### src/verilog/memmap_regs.svh
// Register offsets, field positions, reset values and timing counts
//
// Functional notes
// - Compatibility map: ROM A 0000-1FFF, ROM B 2000-2FFF, ROM C 3000-37FF.
// - Printer status enabled on read 37E8/37E9 in compatibility map or port F8/F9.
// - Compatibility map video RAM at 3C00-3FFF; page bit picks 1K half.
// - Compatibility map RAM 4000-7FFF for 16K, 4000-FFFF for 64K.
// - Map II: RAM, keyboard 3800-3BFF, video 3C00-3FFF, RAM above.
// - Map III: RAM 0000-F3FF, keyboard F400-F7FF, video F800-FFFF.
// - Map IV: all RAM, two 32K banks.
// - ROM enables only in compatibility map.
// - System data buffer disabled during any ROM access.
// - RAM address presented as multiplexed row and column halves.
// - 128K: column strobe only to the addressed RAM row.
// - Keyboard read drives columns from A0-A7, returns rows on D0-D7.
// - Row bit high unless key in selected column pressed.
// - Video address muxed refresh/processor; writes latched, reads buffered.
// - Video access during active display latches data and waits processor.
// - Options register ports 84-87 select map; bit 7 is video page.
`ifndef MEMMAP_REGS_SVH
`define MEMMAP_REGS_SVH

`define OFS_OPTIONS 32'h0000_0000
`define OFS_CONFIG 32'h0000_0004
`define OFS_STATUS 32'h0000_0008
`define OFS_KEYS_LO 32'h0000_000C
`define OFS_KEYS_HI 32'h0000_0010
`define OPT_RESET 8'h00
`define OPT_PAGE_BIT 7
`define OPT_FIXUP_BIT 6
`define OPT_MEM1_BIT 5
`define OPT_MEM0_BIT 4
`define OPT_SEL1_BIT 1
`define OPT_SEL0_BIT 0
`define PORT_OPT_BASE 8'h84
`define PORT_PRN_BASE 8'hF8
`define ADR_PRN0 16'h37E8
`define ADR_PRN1 16'h37E9
`define ADR_ROMA_END 16'h1FFF
`define ADR_ROMB_END 16'h2FFF
`define ADR_ROMC_END 16'h37FF
`define ADR_KBD_END 16'h3BFF
`define ADR_VID_END 16'h3FFF
`define ADR_RAM16_END 16'h7FFF
`define ADR_M3_RAM_END 16'hF3FF
`define ADR_M3_KBD_END 16'hF7FF
`define RAS_NS 10
`define RAS_CYC ((`RAS_NS + 4) / 5)
`define CAS_NS 10
`define CAS_CYC ((`CAS_NS + 4) / 5)

`endif

### src/verilog/memmap_pkg.sv
// Types shared by the memory decoder
package memmap_pkg;
    typedef enum logic [1:0] {
        MAP_I = 2'b00,
        MAP_II = 2'b01,
        MAP_III = 2'b10,
        MAP_IV = 2'b11
    } map_type;

    typedef enum logic [1:0] {
        RSZ_16K = 2'b00,
        RSZ_64K = 2'b01,
        RSZ_128K = 2'b10
    } ramsize_type;

    typedef enum logic [3:0] {
        TGT_NONE = 4'h0,
        TGT_ROMA = 4'h1,
        TGT_ROMB = 4'h2,
        TGT_ROMC = 4'h3,
        TGT_PRN = 4'h4,
        TGT_KBD = 4'h5,
        TGT_VID = 4'h6,
        TGT_RAM = 4'h7
    } target_type;

    typedef enum logic [1:0] {
        DR_IDLE = 2'b00,
        DR_ROW = 2'b01,
        DR_COL = 2'b10
    } dram_state_type;
endpackage

### src/verilog/mem_region_decode.sv
// Combinational address region decoder for the four memory maps
`timescale 1ns/10ps
`default_nettype none
`include "memmap_regs.svh"
module mem_region_decode (
    input wire logic [15:0] i_addr,
    input wire memmap_pkg::map_type i_map,
    input wire memmap_pkg::ramsize_type i_size,
    input wire logic i_rd,
    output memmap_pkg::target_type o_target
);
    import memmap_pkg::*;

    // Region selection per map
    always_comb begin
        o_target = TGT_NONE;
        unique case (i_map)
            MAP_I: begin
                if (i_addr <= `ADR_ROMA_END) begin
                    o_target = TGT_ROMA;
                end else if (i_addr <= `ADR_ROMB_END) begin
                    o_target = TGT_ROMB;
                end else if (i_addr == `ADR_PRN0 || i_addr == `ADR_PRN1) begin
                    o_target = i_rd ? TGT_PRN : TGT_NONE;
                end else if (i_addr <= `ADR_ROMC_END) begin
                    o_target = TGT_ROMC;
                end else if (i_addr <= `ADR_KBD_END) begin
                    o_target = TGT_KBD;
                end else if (i_addr <= `ADR_VID_END) begin
                    o_target = TGT_VID;
                end else if (i_size == RSZ_16K) begin
                    o_target = (i_addr <= `ADR_RAM16_END) ? TGT_RAM
                                                           : TGT_NONE;
                end else begin
                    o_target = TGT_RAM;
                end
            end
            MAP_II: begin
                if (i_addr <= `ADR_ROMC_END) begin
                    o_target = TGT_RAM;
                end else if (i_addr <= `ADR_KBD_END) begin
                    o_target = TGT_KBD;
                end else if (i_addr <= `ADR_VID_END) begin
                    o_target = TGT_VID;
                end else begin
                    o_target = TGT_RAM;
                end
            end
            MAP_III: begin
                if (i_addr <= `ADR_M3_RAM_END) begin
                    o_target = TGT_RAM;
                end else if (i_addr <= `ADR_M3_KBD_END) begin
                    o_target = TGT_KBD;
                end else begin
                    o_target = TGT_VID;
                end
            end
            MAP_IV: begin
                o_target = TGT_RAM;
            end
        endcase
    end
endmodule
`default_nettype wire

### src/verilog/memory_map_decoder.sv
// Memory-space decoder with options register, DRAM, keyboard and video
//
// The Avalon-MM slave port and the register addresses were chosen for this implementation.
`timescale 1ns/10ps
`default_nettype none
`include "memmap_regs.svh"
module memory_map_decoder (
    input wire logic i_clk_sys,
    input wire logic i_rst,
    // Processor memory bus
    input wire logic [15:0] i_cpu_addr,
    input wire logic [7:0] i_cpu_wdata,
    input wire logic i_cpu_mreq,
    input wire logic i_cpu_iorq,
    input wire logic i_cpu_rd,
    input wire logic i_cpu_wr,
    output logic [7:0] o_cpu_rdata,
    output logic o_cpu_rdata_en,
    output logic o_cpu_wait,
    // Chip enables and buffer control
    output logic o_rom_a_en,
    output logic o_rom_b_en,
    output logic o_rom_c_en,
    output logic o_prn_stat_en,
    output logic o_sysbuf_en,
    output logic o_sysbuf_dir_rd,
    // Dynamic RAM
    output logic [7:0] o_dram_addr,
    output logic o_dram_ras_n,
    output logic [1:0] o_dram_cas_n,
    output logic o_dram_we_n,
    output logic [1:0] o_dram_bank,
    // Keyboard matrix
    output logic [7:0] o_kbd_col,
    input wire logic [7:0] i_kbd_row,
    // Video RAM
    input wire logic [9:0] i_crtc_addr,
    input wire logic i_disp_active,
    output logic [10:0] o_vram_addr,
    output logic [7:0] o_vram_wdata,
    output logic o_vram_we,
    input wire logic [7:0] i_vram_rdata,
    // Avalon-MM slave
    input wire logic [4:0] avs_address,
    input wire logic avs_read,
    input wire logic avs_write,
    input wire logic [31:0] avs_writedata,
    output logic [31:0] avs_readdata,
    output logic avs_waitrequest
);
    import memmap_pkg::*;

    typedef struct packed {
        logic [7:0] krow_a;
        logic [7:0] krow_b;
        logic disp_a;
        logic disp_b;
        logic [7:0] opt;
        ramsize_type size;
        logic io_done;
        dram_state_type dst;
        logic [1:0] dcnt;
        logic mem_done;
        logic vpend;
        logic vwr;
        logic [10:0] vaddr;
        logic [7:0] vdata;
        logic [7:0] rdata;
        logic rdata_en;
        logic wait_o;
        logic rom_a;
        logic rom_b;
        logic rom_c;
        logic prn;
        logic sbuf_en;
        logic sbuf_rd;
        logic [7:0] dadr;
        logic ras_n;
        logic [1:0] cas_n;
        logic we_n;
        logic [1:0] bank;
        logic [7:0] kcol;
        logic [10:0] vram_a;
        logic vram_we;
        logic av_ack;
        logic [31:0] av_rd;
    } state_type;

    state_type s_q;
    state_type s_d;
    target_type tgt;
    map_type map_sel;
    logic [1:0] bank_sel;
    logic mreq;

    // Options selects map and bank table
    function automatic map_type opt_map(input logic [7:0] opt);
        opt_map = map_type'({opt[`OPT_SEL1_BIT], opt[`OPT_SEL0_BIT]});
    endfunction

    // Bank for 32K window: memory bits swap upper half into 128K banks
    function automatic logic [1:0] bank_of(input logic [7:0] opt,
                                           input logic a15);
        logic [1:0] mb;
        mb = {opt[`OPT_MEM1_BIT], opt[`OPT_MEM0_BIT]};
        if (!a15) begin
            bank_of = 2'b00;
        end else if (mb == 2'b00) begin
            bank_of = 2'b01;
        end else begin
            bank_of = mb;
        end
    endfunction

    assign map_sel = opt_map(s_q.opt);
    assign bank_sel = bank_of(s_q.opt, i_cpu_addr[15]);
    assign mreq = i_cpu_mreq && (i_cpu_rd || i_cpu_wr);

    mem_region_decode u_dec (
        .i_addr(i_cpu_addr),
        .i_map(map_sel),
        .i_size(s_q.size),
        .i_rd(i_cpu_rd),
        .o_target(tgt)
    );

    // Next-state logic for the whole block
    always_comb begin
        logic rom;
        logic prn_io;
        logic opt_io;
        rom = 1'b0;
        prn_io = 1'b0;
        opt_io = 1'b0;
        s_d = s_q;
        s_d.krow_a = i_kbd_row;
        s_d.krow_b = s_q.krow_a;
        s_d.disp_a = i_disp_active;
        s_d.disp_b = s_q.disp_a;
        s_d.vram_we = 1'b0;
        s_d.av_ack = 1'b0;
        rom = mreq && (tgt == TGT_ROMA || tgt == TGT_ROMB
                       || tgt == TGT_ROMC);
        prn_io = i_cpu_iorq && i_cpu_rd
                 && i_cpu_addr[7:1] == 7'(`PORT_PRN_BASE >> 1);
        opt_io = i_cpu_iorq && i_cpu_wr
                 && i_cpu_addr[7:2] == 6'(`PORT_OPT_BASE >> 2);
        // Options port write, once per cycle
        if (!i_cpu_iorq) begin
            s_d.io_done = 1'b0;
        end else if (opt_io && !s_q.io_done) begin
            s_d.opt = i_cpu_wdata;
            s_d.io_done = 1'b1;
        end
        // Chip enables and buffer steering
        s_d.rom_a = mreq && tgt == TGT_ROMA;
        s_d.rom_b = mreq && tgt == TGT_ROMB;
        s_d.rom_c = mreq && tgt == TGT_ROMC;
        s_d.prn = (mreq && i_cpu_rd && tgt == TGT_PRN) || prn_io;
        s_d.sbuf_en = (mreq && !rom) || i_cpu_iorq;
        s_d.sbuf_rd = i_cpu_rd;
        // Keyboard columns from low address, rows read back
        s_d.kcol = (mreq && tgt == TGT_KBD) ? i_cpu_addr[7:0]
                                             : 8'h00;
        s_d.rdata_en = 1'b0;
        if (mreq && i_cpu_rd && tgt == TGT_KBD) begin
            s_d.rdata = s_q.krow_b;
            s_d.rdata_en = 1'b1;
        end
        // Dynamic RAM row/column sequencing
        if (!mreq) begin
            s_d.mem_done = 1'b0;
        end
        unique case (s_q.dst)
            DR_IDLE: begin
                s_d.ras_n = 1'b1;
                s_d.cas_n = 2'b11;
                s_d.we_n = 1'b1;
                if (mreq && tgt == TGT_RAM && !s_q.mem_done) begin
                    s_d.dadr = i_cpu_addr[7:0];
                    s_d.bank = bank_sel;
                    s_d.ras_n = 1'b0;
                    s_d.dcnt = 2'(`RAS_CYC);
                    s_d.dst = DR_ROW;
                end
            end
            DR_ROW: begin
                s_d.dcnt = s_q.dcnt - 2'd1;
                if (s_q.dcnt == 2'd1) begin
                    s_d.dadr = {1'b0, i_cpu_addr[14:8]};
                    s_d.dadr[7] = s_q.bank[0];
                    s_d.we_n = !i_cpu_wr;
                    // Row picked by CAS only in 128K
                    s_d.cas_n = (s_q.size == RSZ_128K && s_q.bank[1])
                                ? 2'b01 : 2'b10;
                    s_d.dcnt = 2'(`CAS_CYC);
                    s_d.dst = DR_COL;
                end
            end
            DR_COL: begin
                s_d.dcnt = s_q.dcnt - 2'd1;
                if (s_q.dcnt == 2'd1) begin
                    s_d.mem_done = 1'b1;
                    s_d.dst = DR_IDLE;
                end
            end
            default: begin
                s_d.dst = DR_IDLE;
            end
        endcase
        // Video RAM: processor address muxed with refresh
        s_d.vram_a = {1'b0, i_crtc_addr};
        if (mreq && tgt == TGT_VID && !s_q.mem_done && !s_q.vpend) begin
            s_d.vpend = 1'b1;
            s_d.vwr = i_cpu_wr;
            s_d.vdata = i_cpu_wdata;
            if (map_sel == MAP_III) begin
                s_d.vaddr = i_cpu_addr[10:0];
            end else begin
                s_d.vaddr = {s_q.opt[`OPT_PAGE_BIT],
                             i_cpu_addr[9:0]};
            end
        end
        if (s_q.vpend && !s_q.disp_b) begin
            s_d.vram_a = s_q.vaddr;
            s_d.vram_we = s_q.vwr;
            s_d.vpend = 1'b0;
            s_d.mem_done = 1'b1;
            if (!s_q.vwr) begin
                s_d.rdata = i_vram_rdata;
            end
        end
        if (s_q.mem_done && mreq && i_cpu_rd && tgt == TGT_VID) begin
            s_d.rdata_en = 1'b1;
        end
        s_d.wait_o = (mreq && (tgt == TGT_VID || tgt == TGT_RAM)
                      && !s_d.mem_done);
        // Avalon register access, single-cycle wait
        if ((avs_read || avs_write) && !s_q.av_ack) begin
            s_d.av_ack = 1'b1;
            s_d.av_rd = 32'h0000_0000;
            unique case ({avs_address, 2'b00})
                7'(`OFS_OPTIONS): begin
                    s_d.av_rd = {24'h00_0000, s_q.opt};
                    if (avs_write) begin
                        s_d.opt = avs_writedata[7:0];
                    end
                end
                7'(`OFS_CONFIG): begin
                    s_d.av_rd = {30'h0000_0000, s_q.size};
                    if (avs_write && avs_writedata[1:0] != 2'b11) begin
                        s_d.size = ramsize_type'(avs_writedata[1:0]);
                    end
                end
                7'(`OFS_STATUS): begin
                    s_d.av_rd = {24'h00_0000, 2'b00, s_q.bank, 
                                 2'b00, map_sel};
                end
                7'(`OFS_KEYS_LO): begin
                    s_d.av_rd = {24'h00_0000, s_q.krow_b};
                end
                default: begin
                    s_d.av_rd = 32'h0000_0000;
                end
            endcase
        end
        if (i_rst) begin
            s_d = '0;
            s_d.opt = `OPT_RESET;
            s_d.ras_n = 1'b1;
            s_d.cas_n = 2'b11;
            s_d.we_n = 1'b1;
            s_d.krow_a = 8'hFF;
            s_d.krow_b = 8'hFF;
            s_d.size = RSZ_64K;
        end
    end

    // State register
    always_ff @(posedge i_clk_sys) begin
        s_q <= s_d;
    end

    assign o_cpu_rdata = s_q.rdata;
    assign o_cpu_rdata_en = s_q.rdata_en;
    assign o_cpu_wait = s_q.wait_o;
    assign o_rom_a_en = s_q.rom_a;
    assign o_rom_b_en = s_q.rom_b;
    assign o_rom_c_en = s_q.rom_c;
    assign o_prn_stat_en = s_q.prn;
    assign o_sysbuf_en = s_q.sbuf_en;
    assign o_sysbuf_dir_rd = s_q.sbuf_rd;
    assign o_dram_addr = s_q.dadr;
    assign o_dram_ras_n = s_q.ras_n;
    assign o_dram_cas_n = s_q.cas_n;
    assign o_dram_we_n = s_q.we_n;
    assign o_dram_bank = s_q.bank;
    assign o_kbd_col = s_q.kcol;
    assign o_vram_addr = s_q.vram_a;
    assign o_vram_wdata = s_q.vdata;
    assign o_vram_we = s_q.vram_we;
    assign avs_readdata = s_q.av_rd;
    assign avs_waitrequest = !s_q.av_ack;

    a_rom_only_map1: assert property (@(posedge i_clk_sys) disable iff (i_rst)
        (o_rom_a_en || o_rom_b_en || o_rom_c_en) |->
        $past(map_sel) == MAP_I)
        else $error("ROM enabled outside compatibility map");
    a_rom_buf_off: assert property (@(posedge i_clk_sys) disable iff (i_rst)
        (o_rom_a_en || o_rom_b_en || o_rom_c_en) |-> !o_sysbuf_en)
        else $error("Data buffer on during ROM access");
    a_roma_range: assert property (@(posedge i_clk_sys) disable iff (i_rst)
        (mreq && map_sel == MAP_I && i_cpu_addr <= 16'h1FFF)
        |=> o_rom_a_en)
        else $error("ROM A not selected");
    a_prn_io: assert property (@(posedge i_clk_sys) disable iff (i_rst)
        (i_cpu_iorq && i_cpu_rd && i_cpu_addr[7:1] == 7'h7C)
        |=> o_prn_stat_en)
        else $error("Printer status not enabled for port read");
    a_map4_ram: assert property (@(posedge i_clk_sys) disable iff (i_rst)
        (map_sel == MAP_IV) |-> tgt == TGT_RAM)
        else $error("Map IV not all RAM");
    a_map3_kbd: assert property (@(posedge i_clk_sys) disable iff (i_rst)
        (map_sel == MAP_III && i_cpu_addr[15:10] == 6'h3D)
        |-> tgt == TGT_KBD)
        else $error("Map III keyboard window wrong");
    a_kbd_col: assert property (@(posedge i_clk_sys) disable iff (i_rst)
        (mreq && tgt == TGT_KBD) |=> o_kbd_col == $past(i_cpu_addr[7:0]))
        else $error("Keyboard column not from address");
    a_cas_one_row: assert property (@(posedge i_clk_sys) disable iff (i_rst)
        o_dram_cas_n != 2'b00)
        else $error("Both RAM rows strobed");
    a_vid_wait: assert property (@(posedge i_clk_sys) disable iff (i_rst)
        (s_q.vpend && s_q.disp_b) |=> o_vram_we == 1'b0)
        else $error("Video write during active display");
    a_reset_map: assert property (@(posedge i_clk_sys)
        ($past(i_rst) && !i_rst)
        |-> map_sel == MAP_I && s_q.opt == 8'h00)
        else $error("Reset map not compatibility");
endmodule
`default_nettype wire

### config.mk
export PLATFORM = sky130hd
export DESIGN_NAME = memory_map_decoder
export DESIGN_NICKNAME = d
export VERILOG_FILES = /design/src/verilog/memmap_pkg.sv /design/src/verilog/mem_region_decode.sv /design/src/verilog/memory_map_decoder.sv
export VERILOG_INCLUDE_DIRS = /design/src /design/src/verilog
export SDC_FILE = /design/constraint.sdc
export NUM_CORES = 1
export LEC_CHECK = 0
export ABC_AREA = 1
export ABC_CLOCK_PERIOD_IN_PS = 5100
export BUFFER_PORTS_ARGS = -buffer_cell sky130_fd_sc_hd__buf_2
export CORE_MARGIN = 8
export CORE_UTILIZATION = 50
export CTS_CLUSTER_SIZE = 25
export DETAILED_ROUTE_END_ITERATION = 16
export PLACE_DENSITY = 0.83
export REMOVE_ABC_BUFFERS = 1
export SETUP_SLACK_MARGIN = 0.4
export SLEW_MARGIN = 10
export SYNTH_ARGS = -nofsm -noshare
export SYNTH_HDL_FRONTEND = slang
export SYNTH_HIERARCHICAL = 1
export SYNTH_SLANG_ARGS = --single-unit
### constraint.sdc
create_clock -name i_clk_sys -period 5.1 [get_ports i_clk_sys]
set_input_delay 1.02 -clock i_clk_sys [delete_from_list [all_inputs] [get_ports i_clk_sys]]
set_output_delay 1.02 -clock i_clk_sys [all_outputs]
set_load 0.05 [all_outputs]
==> results.md <==
- Root Buffer: clkbuf_16
- RR Startpoint: s_q[111]$_SDFFE_PP0P_
- Worst path depth: 13
- Crit. End Element: flop
- Clk sinks: 114
- RSZ-0062 raised after global routing: false
- Worst slack at placement: 2.056 ns
- Grt ovf: 0
- Crit path capture: o_cpu_rdata[4]$_SDFF_PP0_
- Multi-input logic area: 2382 sq um
- FMAX: 377.2 MHz
- Final hold vios: 0
- First-pass detailed-route iteration total: 7
- Share of cells above drive strength 1: 23.93%
- Hold_buf cts: 0
- WS Path Type: in -> reg
- Cell Count, Final, Fillers Out: 1,034
- Syn_area_per_cell: 7.102 sq um
- Distinct cell type count after synthesis: 36
- Commonest non-fill, non-tap cells in the layout: 203 x nand2_1, 138 x buf_2, 114 x dfxtp_1
- Initial DRC Count: 380
- Commonest non-fill, non-tap cell in the layout: nand2_1
- Initial cell density of the core: 50.43%
- FP Rows: 39
- Post-DP HPWL: 10.47 mm
- VDD IR max: 0.0002177 V
- Worst-skew pair later-pin latency: 0.41 ns
- Max-slew violations: 0
- Leak Pwr: 3.284 nW
- Vias: 4,986
- Reg2reg setup slack: 2.86 ns
- First-pass GRT wire length: 22.47 mm
- Crit path DAT: 3.01 ns
- Critical path, cell by cell: buf_2, nor2_4, inv_1, nor2_1, nor2_1, a21oi_1, inv_1, or2_1, nor3_2, nand2_1, nand3_1, nand2_1, inv_1
- Largest net degree at the start of global routing: 65
- Status: finished clean
- Post-CTS resize count: 0
- CP Launch Type: input pin
- Area Growth Syn to Fin: 15.23%
- CTS H-tree depth: 4
- Most frequent CP cell: inv_1
- Setup TNS Final: 0 ns
- Synth Instances: 797
- Post-DRT Antenna Nets: 0
- Nets: 979
- Worst Path Buf+Inv: 4
- Total power: 2.459 mW
- Worst reg2reg path endpoint: o_cpu_rdata[4]$_SDFF_PP0_
- Clock slew at reported path FFs: 0.06 ns
- CTS tree: built
- Worst R2R Path Depth: 13
- CP Data Required Time: 5.46 ns
- Max FO, Critical Path: 8
- Layout fillers: 1,036
- CORE AREA: 11,220 sq um
- DRT Wirelength: 14.12 mm
- Crit path max-delay family: simple AND/OR/NAND/NOR gates
- Synthesized area: 5660 sq um
- Vias in the first global route: 4,799
- CTS Buffer Depth: 2
- Utilization after layout: 58.12%
- GRT Overall Usage: 18.94%
- Final Skew: 0.006033 ns
- Io pins: 187
- Port Buffers: 138
- Initial antenna violation count: 2
- Die Width: 122.4 um
- Count of final setup violators: 0
- Worst setup margin: 2.449 ns
- DRC viols: 0
- Placed cell count: 1,001
- Max_slew headroom: 56.11%
- Fin crit share: 51.99%
- Vias/cell: 4.822
- Post-place instance area: 5924 sq um
- Sequential-to-total area share from yosys stat: 40.32%
- Die Ht: 122.4 um
- Max_cap viols: 0
- YS warnings: 6
- Slowest CP cell: nor3_2
- Post-CTS Setup Bufs: 0
- Final GP Congestion: 0.8611
- Fin Hold WS: 0.4046 ns
- Avg WL per Cell: 13.65 um
- Critical Path Max Stage Delay: 0.49 ns
- Worst hold path type: reg -> reg
- CP Launch Point: i_cpu_addr[15]
- CTS Buf Count: 17
- Die area: 14,980 sq um
- Worst-Margin Slew: 0.6576 ns
- Post-route design area: 6523 sq um
- Tmin final: 2.651 ns
- Sequential cell area: 2282 sq um
- Number of synthesized register bits: 114
- PD cells: 377.0 nW/um^2
[worst min path at each step]
stage                              startpoint             endpoint  slack [ns]  cells after the start
after floorplan           s_q[121]$_SDFF_PP0_  s_q[120]$_SDFF_PP0_        0.39                      2
after global placement    s_q[134]$_SDFF_PP1_  s_q[126]$_SDFF_PP1_        0.39                      1
after detailed placement  s_q[133]$_SDFF_PP1_  s_q[125]$_SDFF_PP1_        0.39                      1
after CTS                 s_q[135]$_SDFF_PP1_  s_q[127]$_SDFF_PP1_        0.41                      1
after global routing      s_q[134]$_SDFF_PP1_  s_q[126]$_SDFF_PP1_        0.42                      1
final                     s_q[121]$_SDFF_PP0_  s_q[120]$_SDFF_PP0_        0.40                      2
[power by group]
| part | switching [mW] | internal (mW) |
|---|---|---|
| clock network | 0.403 | 0.787 |
| registers | 0.0143 | 0.925 |
| logic | 0.246 | 0.0827 |
[metal layers]
metal	share of wire [%]	up-vias	GRT usage, %
met5	0.057	-	0
met4	1.5	2	6.398
met3	11	21	7.452
met2	45	184	31.12
met1	43	2223	22.17
li1	-	2556	-
[kinds of logic after synthesis]
kind of cell	synth area share, %
fa+ha+maj	1.326
compound gates	6.786
flops	40.32
simple gates	32.32
other cells	0.1327
buf+inv	19.12
[worst reg2reg max path, cell delays in order, from the launching register on]
cell and delay (ns):
dfxtp_1 0.39, nor2_1 0.08, nand2_1 0.11, nand2_1 0.06, nand2_1 0.06, nand3_1 0.07
a21oi_1 0.24, inv_1 0.09, or2_1 0.25, nor3_2 0.49, nand2_1 0.11, nand3_1 0.13
nand2_1 0.06, inv_1 0.05
[cell type report]
| type | count | area share, % |
|---|---|---|
| flip-flops and latches | 114 | 34.99 |
| inverters | 96 | 5.525 |
| well taps | 143 | 2.743 |
| clock inverters | 11 | 2.072 |
| clock buffers | 21 | 7.059 |
| diodes | 1 | 0.03837 |
| repair buffers | 142 | 11.05 |
| multi-input cells | 506 | 36.52 |
[flip-flops by register name, summed over array words and instances (netlist names), 2 cells and up]
name / flops
avs_readdata: 8
map_sel: 2
o_cpu_rdata: 8
o_dram_addr: 8
o_dram_bank: 2
o_dram_cas_n: 2
o_kbd_col: 8
o_vram_addr: 11
o_vram_wdata: 8
s_q: 46
[Yosys cell counts, drive strengths merged]
| cell type | instances | share of area (%) |
|---|---|---|
| nand2 | 209 | 14 |
| dfxtp | 114 | 40 |
| inv | 95 | 6.3 |
| buf | 91 | 12 |
| nor2 | 80 | 5.9 |
| nand3 | 48 | 4.6 |
| a21oi | 40 | 3.5 |
| nand4 | 30 | 3.4 |
| o21ai | 30 | 2.7 |
| or2 | 17 | 1.9 |
| clkbuf | 13 | 0.86 |
| nand3b | 8 | 1.1 |
| nor3 | 7 | 0.91 |
| ha | 6 | 1.3 |
| and3 | 2 | 0.22 |
| conb | 2 | 0.13 |
| a31oi | 1 | 0.11 |
| clkinv | 1 | 0.066 |
| o211ai | 1 | 0.13 |
| o21bai | 1 | 0.13 |
| o32ai | 1 | 0.15 |
No activity file was read; power rests on OpenSTA's default activity.
